[config.mk]
export PLATFORM = sky130hd
export DESIGN_NAME = subtract_swap_skip_exec
export DESIGN_NICKNAME = d
export VERILOG_FILES = /design/src/rtl/exec_pkg.sv /design/src/rtl/sub_flags.sv /design/src/rtl/subtract_swap_skip_exec.sv
export SDC_FILE = /design/constraint.sdc
export NUM_CORES = 1
export LEC_CHECK = 0
export BUFFER_PORTS_ARGS = -buffer_cell sky130_fd_sc_hd__buf_2
export CORE_MARGIN = 8
export CORE_UTILIZATION = 56
export CTS_CLUSTER_SIZE = 14
export DETAILED_ROUTE_END_ITERATION = 8
export GPL_TIMING_DRIVEN = 1
export PLACE_DENSITY_LB_ADDON = 0.25
export SLEW_MARGIN = 15
export SYNTH_ARGS = -nofsm -noshare
export SYNTH_HDL_FRONTEND = slang
export SYNTH_SLANG_ARGS = --single-unit
[constraint.sdc]
create_clock -name mclk -period 4.8 [get_ports mclk]
set_input_delay 0.96 -clock mclk [delete_from_list [all_inputs] [get_ports mclk]]
set_output_delay 0.96 -clock mclk [all_outputs]
set_load 0.03 [all_outputs]
[src/rtl/exec_pkg.sv]
package exec_pkg;
    localparam int byte_w = 8;
    localparam int nib_w = 4;
    localparam int sign_bit = 7;
    localparam int addr_w = 12;
    localparam int data_w = 32;
    localparam int skip_count_w = 16;
    localparam int run_bit = 0;

    // register byte addresses
    localparam logic [11:0] off_working = 12'h000;
    localparam logic [11:0] off_status = 12'h004;
    localparam logic [11:0] off_ctrl = 12'h008;
    localparam logic [11:0] off_skips = 12'h00c;

    localparam logic [7:0] working_reset = 8'h00;
    localparam logic [7:0] status_reset = 8'h00;
    localparam logic run_reset = 1'b1;
    localparam logic [7:0] zero_byte = 8'h00;

    typedef enum logic [3:0] {
        op_none,
        op_sub_acc,
        op_subtract_to_memory,
        op_sub_imm,
        op_swap,
        op_swap_to_working,
        op_skip_if_zero,
        op_skip_if_zero_load,
        op_skip_bit_zero
    } opcode_t;

    typedef struct packed {
        logic chained_zero_flag;
        logic signed_compare_flag;
        logic [1:0] spare;
        logic ov;
        logic z;
        logic half_carry_flag;
        logic c;
    } status_t;

    typedef struct packed {
        opcode_t op;
        logic [7:0] operand;
        logic [7:0] imm;
        logic [2:0] bit_sel;
    } issue_t;
endpackage

[src/rtl/sub_flags.sv]
`timescale 1ns/1ns
`default_nettype none

module sub_flags
(
    // operands
    input wire logic [7:0] a,
    input wire logic [7:0] b,
    // result
    output logic [7:0] diff,
    output exec_pkg::status_t flags
);
    logic [7:0] d;
    logic lo_ok;

    always_comb
    begin
        d = a - b;
        lo_ok = a[exec_pkg::nib_w-1:0] >= b[exec_pkg::nib_w-1:0];
        diff = d;
        flags = '0;
        // not-borrow: set when the difference is zero or positive
        flags.c = a >= b;
        flags.half_carry_flag = lo_ok;
        flags.z = d == exec_pkg::zero_byte;
        // chained zero equals plain zero when no carry-in is chained
        flags.chained_zero_flag = d == exec_pkg::zero_byte;
        flags.ov = (a[exec_pkg::sign_bit] != b[exec_pkg::sign_bit])
            && (d[exec_pkg::sign_bit] != a[exec_pkg::sign_bit]);
        flags.signed_compare_flag = flags.ov ^ d[exec_pkg::sign_bit];
    end
endmodule

`default_nettype wire

[src/rtl/subtract_swap_skip_exec.sv]
// Chosen here: register access over APB and the placing of the registers.
`timescale 1ns/1ns
`default_nettype none

// What this block does
// - subtract-to-memory writes working minus byte to memory, working kept
// - carry is cleared on a negative difference, set otherwise
// - subtracts update six flags and keep the other status bits
// - subtract-immediate puts working minus constant into working register
// - in-place swap exchanges nibbles of the byte, writes it back, no flags
// - swap-to-working loads swapped byte into working, memory kept, no flags
// - byte skip-if-zero skips next instruction when byte is zero, no flags
// - a taken skip takes two cycles with a dummy slot inserted
// - skip-if-zero-load copies byte to working and skips when it is zero
// - bit test skips when the selected bit is zero, no flags
module subtract_swap_skip_exec
#(
    parameter int skip_count_w = exec_pkg::skip_count_w
)
(
    // clock, reset, enable
    input wire logic mclk,
    input wire logic rst,
    input wire logic ce,
    // apb slave
    input wire logic psel,
    input wire logic penable,
    input wire logic pwrite,
    input wire logic [11:0] paddr,
    input wire logic [31:0] pwdata,
    output logic [31:0] prdata,
    output logic pready,
    output logic pslverr,
    // instruction issue from decode
    input wire logic issue_valid,
    input wire exec_pkg::issue_t issue,
    output logic issue_ready,
    // results
    output logic mem_wr_en,
    output logic [7:0] mem_wr_data,
    output logic [7:0] working_register,
    output exec_pkg::status_t status_flags,
    output logic skip_next
);
    typedef enum logic {st_issue, st_dummy} phase_t;

    typedef struct packed {
        phase_t phase;
        logic [7:0] wreg;
        exec_pkg::status_t status;
        logic run;
        logic [skip_count_w-1:0] skips;
        logic mem_wr_en;
        logic [7:0] mem_wr_data;
        logic armed;
        logic [31:0] prdata;
        logic pslverr;
    } state_t;

    state_t st;
    state_t next_st;

    logic fire;
    logic apb_wr;
    logic take;
    logic [7:0] sub_b;
    logic [7:0] diff;
    logic [7:0] swapped;
    exec_pkg::status_t sub_st;

    sub_flags u_sub
    (
        .a(st.wreg),
        .b(sub_b),
        .diff(diff),
        .flags(sub_st)
    );

    assign issue_ready = st.run && st.phase == st_issue;
    assign fire = ce && issue_valid && issue_ready;
    // answer one cycle after setup; ce low holds the bus in wait
    assign pready = ce && psel && penable && st.armed;
    assign apb_wr = pready && pwrite;

    assign prdata = st.prdata;
    assign pslverr = st.pslverr && pready;
    assign mem_wr_en = st.mem_wr_en;
    assign mem_wr_data = st.mem_wr_data;
    assign working_register = st.wreg;
    assign status_flags = st.status;
    assign skip_next = st.phase == st_dummy;

    always_comb
    begin
        sub_b = issue.operand;
        if (issue.op == exec_pkg::op_sub_imm)
        begin
            sub_b = issue.imm;
        end
        swapped = {issue.operand[exec_pkg::nib_w-1:0],
            issue.operand[exec_pkg::byte_w-1:exec_pkg::nib_w]};
    end

    always_comb
    begin
        next_st = st;
        next_st.mem_wr_en = 1'b0;
        take = 1'b0;
        if (st.phase == st_dummy)
        begin
            next_st.phase = st_issue;
        end

        // read data is sampled in the setup cycle
        next_st.armed = psel && !(penable && st.armed);
        if (psel && !st.armed)
        begin
            next_st.prdata = '0;
            next_st.pslverr = 1'b0;
            case (paddr)
                exec_pkg::off_working:
                begin
                    next_st.prdata = 32'(st.wreg);
                end
                exec_pkg::off_status:
                begin
                    next_st.prdata = 32'(st.status);
                end
                exec_pkg::off_ctrl:
                begin
                    next_st.prdata = 32'(st.run);
                end
                exec_pkg::off_skips:
                begin
                    next_st.prdata = 32'(st.skips);
                end
                default:
                begin
                    next_st.pslverr = 1'b1;
                end
            endcase
        end

        // software writes lose against an instruction in the same cycle
        if (apb_wr)
        begin
            case (paddr)
                exec_pkg::off_working:
                begin
                    next_st.wreg = pwdata[exec_pkg::byte_w-1:0];
                end
                exec_pkg::off_status:
                begin
                    next_st.status = pwdata[exec_pkg::byte_w-1:0];
                end
                exec_pkg::off_ctrl:
                begin
                    next_st.run = pwdata[exec_pkg::run_bit];
                end
                exec_pkg::off_skips:
                begin
                    next_st.skips = '0;
                end
                default:
                begin
                    next_st.run = st.run;
                end
            endcase
        end

        if (fire)
        begin
            case (issue.op)
                exec_pkg::op_sub_acc:
                begin
                    next_st.wreg = diff;
                    next_st.status = sub_st;
                    next_st.status.spare = st.status.spare;
                end
                exec_pkg::op_subtract_to_memory:
                begin
                    next_st.mem_wr_en = 1'b1;
                    next_st.mem_wr_data = diff;
                    next_st.status = sub_st;
                    next_st.status.spare = st.status.spare;
                end
                exec_pkg::op_sub_imm:
                begin
                    next_st.wreg = diff;
                    next_st.status = sub_st;
                    next_st.status.spare = st.status.spare;
                end
                exec_pkg::op_swap:
                begin
                    next_st.mem_wr_en = 1'b1;
                    next_st.mem_wr_data = swapped;
                end
                exec_pkg::op_swap_to_working:
                begin
                    next_st.wreg = swapped;
                end
                exec_pkg::op_skip_if_zero:
                begin
                    take = issue.operand == exec_pkg::zero_byte;
                end
                exec_pkg::op_skip_if_zero_load:
                begin
                    next_st.wreg = issue.operand;
                    take = issue.operand == exec_pkg::zero_byte;
                end
                exec_pkg::op_skip_bit_zero:
                begin
                    take = !issue.operand[issue.bit_sel];
                end
                default:
                begin
                    take = 1'b0;
                end
            endcase
            if (take)
            begin
                next_st.phase = st_dummy;
                next_st.skips = st.skips + 1'b1;
            end
        end
    end

    always_ff @(posedge mclk or posedge rst)
    begin
        if (rst)
        begin
            st.phase <= st_issue;
            st.wreg <= exec_pkg::working_reset;
            st.status <= exec_pkg::status_reset;
            st.run <= exec_pkg::run_reset;
            st.skips <= '0;
            st.mem_wr_en <= 1'b0;
            st.mem_wr_data <= exec_pkg::zero_byte;
            st.armed <= 1'b0;
            st.prdata <= '0;
            st.pslverr <= 1'b0;
        end
        else if (ce)
        begin
            st <= next_st;
        end
    end

    logic quiet;
    assign quiet = !apb_wr;
endmodule

`default_nettype wire

==> results of run 1 <==
cell families after synthesis:
kind of cell	Yosys count
adder cells (fa/ha/maj)	11
multiplexers	36
AND/OR/NAND/NOR	155
buffers and inverters	99
AO/OA/AOI/OAI	122
other	1
XOR/XNOR	2
flip-flops	61
sequential cells by signal (all words and copies together) (netlist names):
register	cells
prdata	16
mem_wr_en	1
st	19
working_register	8
skip_next	1
mem_wr_data	8
status_flags	8
how the worst min path moves through the flow:
| stage | start | endpoint |
|---|---|---|
| floorplan | st[0] | st[0] |
| global placement | prdata[7] | prdata[7] |
| detailed placement | prdata[4] | prdata[4] |
| CTS | prdata[4] | prdata[4] |
| global route | prdata[4] | prdata[4] |
| finish | prdata[4] | prdata[4] |
stage by stage:
stage | instance area (um^2) | hold WS [ps] | util (%)
after floorplan | 4412 | 441.8 | -
after global placement | 4554 | 456.0 | 59.56
after detailed placement | 4554 | 463.8 | 59.56
after CTS | 4737 | 479.5 | 61.94
after global routing | 4737 | 506.0 | 61.94
final | 4737 | 476.6 | 61.94
Yosys cell counts, drive strengths merged, types with 2 or more instances:
cell type	number	share of area [%]
nand2b	4	0.57
nor3	6	0.69
a22o	9	1.8
and2	3	0.43
a21o	4	0.69
nand4b	2	0.40
fa	2	0.92
nand4	5	1.1
a22oi	3	0.52
nand3	14	1.6
and3	2	0.29
mux2	10	2.6
nor3b	3	0.63
or4	2	0.43
a211oi	14	2.4
clkbuf	10	0.86
nor2	44	3.8
o221a	6	1.6
nor2b	9	1.3
inv	23	2.0
o21ai	26	3.0
o21a	2	0.34
dfrtp	60	34
a31oi	5	0.72
nand2	45	3.9
a21oi	25	2.9
o2bb2ai	2	0.40
mux4	3	1.6
mux2i	23	5.3
and4	2	0.40
or2	2	0.34
o32ai	2	0.40
ha	9	2.6
o31ai	8	1.4
o211ai	4	0.69
buf	66	11
a21boi	2	0.34
nor4	7	1.5
worst register-to-register path, stage by stage, from the launching register on:
cell and delay, ps:
sky130_fd_sc_hd__dfrtp_1 440, sky130_fd_sc_hd__ha_1 330, sky130_fd_sc_hd__nor2b_1 150, sky130_fd_sc_hd__o31a_1 280, sky130_fd_sc_hd__o31ai_1 260, sky130_fd_sc_hd__nand2b_1 90, sky130_fd_sc_hd__a21oi_1 190, sky130_fd_sc_hd__fa_1 520
sky130_fd_sc_hd__nand4_1 140, sky130_fd_sc_hd__nor2_1 50, sky130_fd_sc_hd__nand2_1 70, sky130_fd_sc_hd__nor3_1 70, sky130_fd_sc_hd__o2bb2ai_1 180
placed cells by master (no fill, tap or decap), drive strengths merged, types with 5 or more instances in the layout:
cell / netlist / final
o21ai: 26 / 26
nor2b: 9 / 9
a31oi: 5 / 5
conb: 1 / 16
a211oi: 14 / 14
ha: 9 / 9
a21oi: 25 / 25
mux2: 10 / 10
nor3: 6 / 6
dfrtp: 60 / 60
nand3: 14 / 14
buf: 66 / 100
mux2i: 23 / 23
nor4: 7 / 7
inv: 23 / 25
o221a: 6 / 6
o31ai: 8 / 8
nand4: 5 / 5
nor2: 44 / 44
clkbuf: 10 / 10
nand2: 45 / 45
a22o: 9 / 9
routing by layer:
layer	vias to the layer above	track usage, %	part of all wire [%]
met3	9	5.452	8.8
met5	-	0	0
met4	0	5.171	0.75
met1	1824	30.56	49
li1	1786	-	-
met2	177	28.87	42
power breakdown:
| part | leakage [nW] | switching (mW) | internal, mW | total [mW] |
|---|---|---|---|---|
| Clock | 0.0970 | 0.221 | 0.205 | 0.426 |
| Sequential | 0.840 | 0.00129 | 0.516 | 0.517 |
| Combinational | 1.26 | 0.0948 | 0.0499 | 0.145 |
| Total | 2.20 | 0.318 | 0.771 | 1.09 |
cell type report:
type / count / share of cell area, %
multi-input cells: 342 / 48.49
flip-flops and latches: 61 / 32.25
repair buffers: 100 / 10.88
clock buffers: 10 / 2.905
well taps: 102 / 2.694
inverters: 23 / 1.823
clock inverters: 6 / 0.9509
==> out/qor.json, run 1 <==
{
  "min_path": {
    "hold_path_class": "register to register",
    "hold-path-cell-count": 2
  },
  "grt": {
    "vias_in_the_first_global_route": 3628,
    "grt_first_pass_wirelength_um": 18640,
    "globalRouteTotalUtil_pct": 20.67,
    "maximum_number_of_pins_on_one_net_before_global_route_repair": 33,
    "number_of_antenna_violations_at_the_first_check_in_global_routing": 0,
    "grt_remaining_overflow": 0
  },
  "timing": {
    "timing.final.max_slew_violations": 0,
    "setup_tns_ps": 0,
    "post-route-worst-setup-slack_ps": 859.2,
    "layout_min_cycle_time_ps": 3941,
    "timing.max_slew.rel_slack_pct": 38.50,
    "fmax_mhz": 253.8,
    "final_min_period_over_clock_period_pct": 82.10,
    "final_setup_violations": 0,
    "grt_setup_unrepaired": "no",
    "tightestPinTransition_ps": 909.7,
    "final_hold_viol_count": 0,
    "skew_ps": 13.85
  },
  "detailed_routing": {
    "drt_iter0_drc": 264,
    "drt-total-wl_um": 11230,
    "route.detailed.vias_per_inst": 5.894,
    "vias": 3796,
    "wl_per_cell_um": 17.44,
    "ant_nets": 0,
    "route.detailed.drc": 0,
    "drt_pre_antenna_iters": 5
  },
  "critical_path": {
    "delay_of_the_slowest_critical_path_stage_ps": 600,
    "worstReg2RegStart": "working_register[1]",
    "critical_path.top_delay_family": "simple AND/OR/NAND/NOR gates",
    "cp_cell_sequence": "buf_2, and3_1, buf_4, mux2_2, ha_1, nor2b_1, o31a_1, o31ai_1, nand2b_1, a21oi_1, fa_1, nand4_1, nor2_1, nand2_1, nor3_1, o2bb2ai_1",
    "critPathSlowestCell": "sky130_fd_sc_hd__fa_1",
    "timing.critical_path.from_type": "input port",
    "critical_path_buf_inv_count": 2,
    "critical_path_class": "input port to register",
    "arrival_ps": 4200,
    "end_kind": "register",
    "timing.critical_path.to": "status_flags[7]",
    "critPathMaxFanout": 17,
    "critPathRequiredTime_ps": 5060,
    "crit_path_start": "issue[20]",
    "critical_path_cell_count": 16,
    "timing.reg2reg.worst_path_depth": 12,
    "regToRegSetupSlack_ps": 1930,
    "worstReg2RegEnd": "status_flags[2]"
  },
  "logic_synthesis": {
    "synthArstFlopShare_pct": 100.0,
    "synth_seq_cells": 61,
    "synth_fa_ha_area_share_pct": 3.505,
    "post_synth_mux_area_share_pct": 9.423,
    "netlist_instances": 487,
    "warning_count_from_the_yosys_run": 0,
    "largest_family_of_logic_cells_by_synthesized_area": "compound AO/OA/AOI/OAI gates",
    "synth.yosys.seq_area_share_pct": 35.08,
    "post_synth_and_or_nand_nor_area_fraction_pct": 18.30,
    "synthFlopType": "sky130_fd_sc_hd__dfrtp_1",
    "synth_enable_flop_cells": 0,
    "post_synth_instance_area_um2": 4355,
    "synthesis.area_per_instance_um2": 8.943,
    "count_of_cell_types_in_the_netlist": 68,
    "synth_compound_area_share_pct": 19.65,
    "post_synth_xor_area_fraction_pct": 0.4022
  },
  "layout": {
    "layout.filler_cells": 716,
    "layoutNonFillerInstCount": 644,
    "design.final.nets": 622,
    "flow.area_growth_from_synthesis_pct": 8.762,
    "layout-drive-gt1-share_pct": 26.38,
    "total_area_of_multi_input_combinational_cells_um2": 2297,
    "antenna-diode-count": 0,
    "final-seq-area_um2": 1528
  },
  "placement": {
    "gp_congestion": 0.8998,
    "pre_cts_slack_ps": 559.5,
    "numPlacedInstances": 628,
    "numPortBuffers": 94,
    "post-dp-hpwl_um": 8732
  },
  "flow_run": {
    "drv.max_cap_violation_count": 0
  },
  "pwr": {
    "static-leakage-power_nw": 2.202,
    "power_density_nw_per_um2": 229.8,
    "ir_worst_vdd_mv": 0.1299,
    "finalPower_mw": 1.089
  },
  "clock_tree": {
    "clk_pin_slew_ps": 80,
    "clock_path_buffers": 2,
    "clkLatencyLatePin_ps": 340,
    "cts_sinks": 61,
    "cts.hold.buffers_added": 0,
    "cts-root-buf": "sky130_fd_sc_hd__clkbuf_8",
    "resized_after_cts": 0,
    "tritoncts_clock_tree": "built",
    "cts_setup_buffers": 0,
    "cts.htree.levels": 3,
    "tritoncts.num_buffers": 9
  },
  "floorplanning": {
    "fp.dieArea_um2": 10860,
    "initial_core_utilization_pct": 56.95,
    "num_io_pins": 135,
    "die_width_um": 104.2,
    "floorplan.rows": 32,
    "design.core.area_um2": 7647,
    "die_height_um": 104.2
  },
  "outcome": {
    "result_of_the_run": "complete, no violations"
  }
}
No activity file was read; power rests on OpenSTA's default activity.
==> run 2: changes to the inputs <==
Settings changed: CORE_UTILIZATION 56 to 47.
Clock period 4.8 ns to 3.2 ns, I/O delays scaled along.
==> out/qor.json, run 2 (synthesized netlist as in run 1, its figures left out) <==
{
  "grt": {
    "grt_remaining_overflow": 0,
    "grtUsageMet3_pct": 5.529,
    "grtUsageMet1_pct": 27.52,
    "number_of_antenna_violations_at_the_first_check_in_global_routing": 0,
    "grt_first_pass_wirelength_um": 20060,
    "maximum_number_of_pins_on_one_net_before_global_route_repair": 36,
    "vias_in_the_first_global_route": 3871,
    "globalRouteTotalUtil_pct": 19.68,
    "grt_use_met2_pct": 28.42,
    "gr-max-usage-layer": "met2"
  },
  "critical_path": {
    "cp_cell_sequence": "buf_8, nor2_4, and3_4, mux2_4, inv_2, ha_4, nor2b_4, o31a_1, o31ai_2, nand2b_1, a21oi_2, fa_2, mux2_4, nand2_2, o221a_1",
    "delay_of_the_slowest_critical_path_stage_ps": 500,
    "critPathMaxFanout": 4,
    "timing.reg2reg.worst_path_depth": 10,
    "end_kind": "register",
    "critical_path_cell_count": 15,
    "critical_path.top_delay_family": "compound AO/OA/AOI/OAI gates",
    "critical-path-top-cell-by-count": "sky130_fd_sc_hd__mux2_4",
    "critical_path_buf_inv_count": 2,
    "critPathSlowestCell": "sky130_fd_sc_hd__fa_2",
    "timing.critical_path.from_type": "input port",
    "critical_path_class": "input port to register",
    "arrival_ps": 3510,
    "critPathRequiredTime_ps": 3480
  },
  "floorplanning": {
    "fp.dieArea_um2": 12600,
    "die_height_um": 112.3,
    "floorplan.rows": 35,
    "initial_core_utilization_pct": 47.82,
    "die_width_um": 112.3,
    "num_io_pins": 135,
    "design.core.area_um2": 9109
  },
  "detailed_routing": {
    "drt_iter0_drc": 213,
    "wl_per_cell_um": 17.67,
    "route.detailed.drc": 0,
    "route.detailed.vias_per_inst": 5.681,
    "drt-total-wl_um": 12070,
    "ant_nets": 0,
    "drt_pre_antenna_iters": 5,
    "vias": 3880
  },
  "clock_tree": {
    "clock_path_buffers": 2,
    "clkLatencyLatePin_ps": 350,
    "cts-root-buf": "sky130_fd_sc_hd__clkbuf_8",
    "tritoncts.num_buffers": 9,
    "cts.htree.levels": 3,
    "cts.hold.buffers_added": 0,
    "tritoncts_clock_tree": "built",
    "cts_sinks": 61,
    "clk_pin_slew_ps": 80
  },
  "layout": {
    "top_register": "st",
    "mostFrequentLayoutCell": "sky130_fd_sc_hd__buf_2",
    "largest_reg_flops": 19,
    "antenna-diode-count": 0,
    "final_design_area_no_fill_um2": 5076,
    "flow.area_growth_from_synthesis_pct": 16.55,
    "layout_common_cells": "sky130_fd_sc_hd__buf_2, sky130_fd_sc_hd__dfrtp_1, sky130_fd_sc_hd__nand2_1, sky130_fd_sc_hd__nor2_1, sky130_fd_sc_hd__buf_4",
    "layout-drive-gt1-share_pct": 32.17,
    "design.final.nets": 652,
    "layout_top_registers": "st (19), prdata (16)",
    "layout.filler_cells": 876
  },
  "placement": {
    "detailed_place.area_um2": 4821,
    "gp_congestion": 0.8879,
    "numPortBuffers": 94,
    "post-dp-hpwl_um": 9418
  },
  "timing": {
    "timing.final.max_slew_violations": 0,
    "layout_min_cycle_time_ps": 3224,
    "tightestPinTransition_ps": 756.9,
    "skew_ps": 12.78,
    "post-route-worst-setup-slack_ps": -23.57,
    "fmax_mhz": 310.2,
    "final_setup_violations": 1,
    "final_min_period_over_clock_period_pct": 100.7,
    "grt_setup_unrepaired": "yes",
    "timing.max_slew.rel_slack_pct": 49.35,
    "final_hold_viol_count": 0
  },
  "pwr": {
    "ir_worst_vdd_mv": 0.1506,
    "static-leakage-power_nw": 2.371,
    "finalPower_mw": 1.698,
    "power_density_nw_per_um2": 334.5
  },
  "outcome": {
    "result_of_the_run": "finished, violations left",
    "failed_checks": "setup timing"
  },
  "min_path": {
    "hold_path_class": "input port to async pin"
  },
  "flow_run": {
    "drv.max_cap_violation_count": 0
  }
}
## run 2: cell count changes in the layout (fill, tap and decap cells not counted), moves of 2 or more
| cell | delta |
|---|---|
| sky130_fd_sc_hd__buf_4 | +28 |
| sky130_fd_sc_hd__buf_6 | +2 |
| sky130_fd_sc_hd__mux2_2 | -2 |
| sky130_fd_sc_hd__mux2_4 | +2 |
| sky130_fd_sc_hd__nor2_1 | -2 |
| sky130_fd_sc_hd__buf_2 | -2 |
## run 2: timing repair
action / CTS / global route
setup buffers: 2 / 1
pin swaps: 4 / 0
endpoints found under the setup margin: 4 / 6
hold endpoints to repair: 0 / 0
resized for setup: 7 / 4
## run 2: final cells by class
cell class,count,area [um^2],share of cell area (%)
timing repair buffer,130,773.2,15.23
sequential,61,1528,30.10
inverter,23,86.33,1.701
multi-input combinational,342,2359,46.46
clock inverter,5,40.04,0.7888
clock buffer,11,151.4,2.982
tap,111,138.9,2.736
## run 2: where the power goes
group / internal, mW / total (mW) / switching (mW)
clock network: 0.332 / 0.668 / 0.337
registers: 0.774 / 0.776 / 0.00216
logic: 0.101 / 0.253 / 0.152
## run 2: stage by stage
stage	hold slack (ps)	util [%]	setup TNS, ps	setup WS (ps)	instances
2_1_floorplan	441.8	-	-1447	-376.9	502
6_report	410.8	55.73	-23.57	-23.57	683
3_3_place_gp	456.4	52.93	-2271	-401.6	664
4_1_cts	435.3	55.51	-21.25	-21.25	682
3_5_place_dp	466.2	52.93	-2731	-481.4	664
5_1_grt	482.8	55.73	-468.6	-117.9	683
## run 2: final timing paths
path                                             to  slack, ps                 from
worst max-delay path            working_register[7]        -20            issue[22]
worst min-delay path                 mem_wr_data[4]        410                  rst
worst max register to register  working_register[7]        490  working_register[1]
worst min register to register            prdata[5]        480            prdata[5]
max in group asynchronous                    st[59]       2110                  rst
min in group mclk                         prdata[5]        480            prdata[5]
## run 2: worst register-to-register path: cells and delay by family, from the launching register on
kind,cells,cell delay [ps]
AOI/OAI and AO/OA,4,830
adders and majority gates,2,750
DFF,1,500
muxes,1,290
and+or+nand+nor,3,290
## run 2: layer usage
metal / up-vias / routed length [um] / part of all wire [%]
met1: 1838 / 5849 / 48
met5: - / 0 / 0
li1: 1851 / - / -
met2: 176 / 5039 / 42
met4: 0 / 185 / 1.5
met3: 15 / 998 / 8.3
==> run 3: changes to the inputs <==
--- a/config.mk
+++ b/config.mk
@@ -7,6 +7,8 @@
 export LEC_CHECK = 0
 export BUFFER_PORTS_ARGS = -buffer_cell sky130_fd_sc_hd__buf_2
+export CELL_PAD_IN_SITES_DETAIL_PLACEMENT = 1
+export CELL_PAD_IN_SITES_GLOBAL_PLACEMENT = 2
 export CORE_MARGIN = 8
-export CORE_UTILIZATION = 47
+export CORE_UTILIZATION = 27
 export CTS_CLUSTER_SIZE = 14
 export DETAILED_ROUTE_END_ITERATION = 8
==> constraint.sdc (replaced) <==
create_clock -name mclk -period 3.2 [get_ports mclk]
set_input_delay 0.96 -clock mclk [delete_from_list [all_inputs] [get_ports mclk]]
set_output_delay 0.96 -clock mclk [all_outputs]
set_load 0.03 [all_outputs]
==> out/qor.json, run 3 (synthesized netlist as in run 1, its figures left out) <==
{
  "outcome": {
    "result_of_the_run": "finished, violations left",
    "failed_checks": "setup timing"
  },
  "detailed_routing": {
    "route.detailed.drc": 0,
    "drt_pre_antenna_iters": 4,
    "wl_per_cell_um": 18.17,
    "route.top_layer_used": "met4",
    "route.detailed.vias_per_inst": 4.830,
    "met2_wirelength_um": 7675,
    "vias": 3883,
    "drt-total-wl_um": 14610,
    "routedLengthMet1_um": 6230,
    "routed-wl-met3_um": 523,
    "ant_nets": 0,
    "drt_iter0_drc": 160
  },
  "min_path": {
    "hold_start": "prdata[3]",
    "hold_path_class": "register to register"
  },
  "clock_tree": {
    "cts_sinks": 61,
    "cts.htree.levels": 3,
    "cts-root-buf": "sky130_fd_sc_hd__clkbuf_16",
    "tritoncts.num_buffers": 9,
    "clock_path_buffers": 2,
    "clkLatencyLatePin_ps": 320,
    "clk_pin_slew_ps": 50,
    "tritoncts_clock_tree": "built"
  },
  "placement": {
    "detailed_place.area_um2": 5076,
    "pre_cts_slack_ps": -800.5,
    "numPortBuffers": 94,
    "numPlacedInstances": 781,
    "gp_congestion": 0.8255,
    "post-dp-hpwl_um": 11550
  },
  "layout": {
    "mostFrequentLayoutCell": "sky130_fd_sc_hd__buf_2",
    "design.final.nets": 670,
    "largest_reg_flops": 19,
    "layout-drive-gt1-share_pct": 35.20,
    "layout_common_cells": "sky130_fd_sc_hd__buf_2, sky130_fd_sc_hd__dfrtp_1, sky130_fd_sc_hd__buf_4, sky130_fd_sc_hd__nand2_1, sky130_fd_sc_hd__nor2_1",
    "layoutNonFillerInstCount": 804,
    "flow.area_growth_from_synthesis_pct": 25.80,
    "final_design_area_no_fill_um2": 5479,
    "top_register": "st",
    "final_util_pct": 34.62,
    "antenna-diode-count": 0,
    "layout_top_registers": "st (19), prdata (16)"
  },
  "timing": {
    "post-route-worst-setup-slack_ps": -361.7,
    "timing.max_slew.rel_slack_pct": 45.93,
    "setup_tns_ps": -1535,
    "fmax_mhz": 280.8,
    "timing.hold.ws_ps": 469.5,
    "final_setup_violations": 5,
    "layout_min_cycle_time_ps": 3562,
    "tightestPinTransition_ps": 811.0,
    "final_hold_viol_count": 0,
    "final_min_period_over_clock_period_pct": 111.3,
    "timing.final.max_slew_violations": 0,
    "grt_setup_unrepaired": "yes",
    "skew_ps": 6.596
  },
  "floorplanning": {
    "die_height_um": 143.0,
    "floorplan.rows": 46,
    "design.core.area_um2": 15830,
    "fp.dieArea_um2": 20450,
    "die_width_um": 143.0,
    "num_io_pins": 135,
    "initial_core_utilization_pct": 27.52
  },
  "critical_path": {
    "delay_of_the_slowest_critical_path_stage_ps": 510,
    "arrival_ps": 3820,
    "critical_path_class": "input port to register",
    "cp_cell_sequence": "buf_6, nor2_4, and3_4, mux2_4, inv_2, ha_4, nor2b_4, o31a_1, o31ai_2, nand2b_1, a21oi_2, fa_2, mux2_2, nand2_1, o221a_1",
    "critPathMaxFanout": 4,
    "worstReg2RegStart": "working_register[3]",
    "end_kind": "register",
    "critPathSlowestCell": "sky130_fd_sc_hd__fa_2",
    "critPathRequiredTime_ps": 3460,
    "timing.critical_path.from_type": "input port",
    "crit_path_start": "issue[22]"
  },
  "flow_run": {
    "drv.max_cap_violation_count": 0
  },
  "grt": {
    "grt_remaining_overflow": 0,
    "globalRouteTotalUtil_pct": 14.69,
    "vias_in_the_first_global_route": 4170,
    "grt_first_pass_wirelength_um": 23360,
    "number_of_antenna_violations_at_the_first_check_in_global_routing": 0,
    "maximum_number_of_pins_on_one_net_before_global_route_repair": 62
  },
  "pwr": {
    "power_density_nw_per_um2": 346.4,
    "static-leakage-power_nw": 2.494,
    "ir_worst_vdd_mv": 0.2162,
    "finalPower_mw": 1.898
  }
}
==> run 3: cell count changes in the layout (fill, tap and decap cells not counted), sizes merged <==
cell    delta
buf       +18
clkinv     +1
inv        -3
==> run 3: power by group <==
group | total (mW) | internal (mW) | switching, mW
logic | 0.286 | 0.118 | 0.168
clock network | 0.833 | 0.510 | 0.323
registers | 0.779 | 0.776 | 0.00239
total | 1.90 | 1.41 | 0.493
==> run 3: repair_timing <==
action / CTS / global route
pin swaps: 9 / 8
hold endpoints to repair: 0 / 0
setup endpoints to repair: 7 / 11
buffers inserted: 8 / 4
cloned: 0 / 0
gates resized for setup: 14 / 7
hold buffers: 0 / 0
==> run 3: path summary, 6_finish.rpt <==
kind	endpoint	slack, ps	cells past startpoint
worst max-delay path	working_register[7]	-360	15
worst min-delay path	prdata[3]	470	2
worst max register to register	status_flags[7]	550	12
worst min register to register	prdata[3]	470	2
max in group asynchronous	prdata[10]	1800	3
min in group asynchronous	prdata[1]	870	3
==> run 3: layout make-up <==
class / instances / area, um^2
Fill cell: 1886 / 10350
Inverter: 23 / 86.33
Tap cell: 216 / 270.3
Clock inverter: 3 / 15.01
Timing Repair Buffer: 148 / 904.6
Multi-Input combinational cell: 342 / 2442
Clock buffer: 11 / 232.7
Sequential cell: 61 / 1528
==> run 3: worst max-delay path: cells and delay by family <==
kind	cells	cell delay, ps
AO/OA/AOI/OAI	4	810
adder cells (fa/ha/maj)	2	700
AND/OR/NAND/NOR	5	600
multiplexers	2	590
buffers and inverters	2	170
==> run 3: metal layers <==
metal	GRT usage [%]	up-vias
li1	-	1880
met1	17.53	1924
met2	25.99	66
met3	2.604	13
met4	4.866	0
met5	0	-
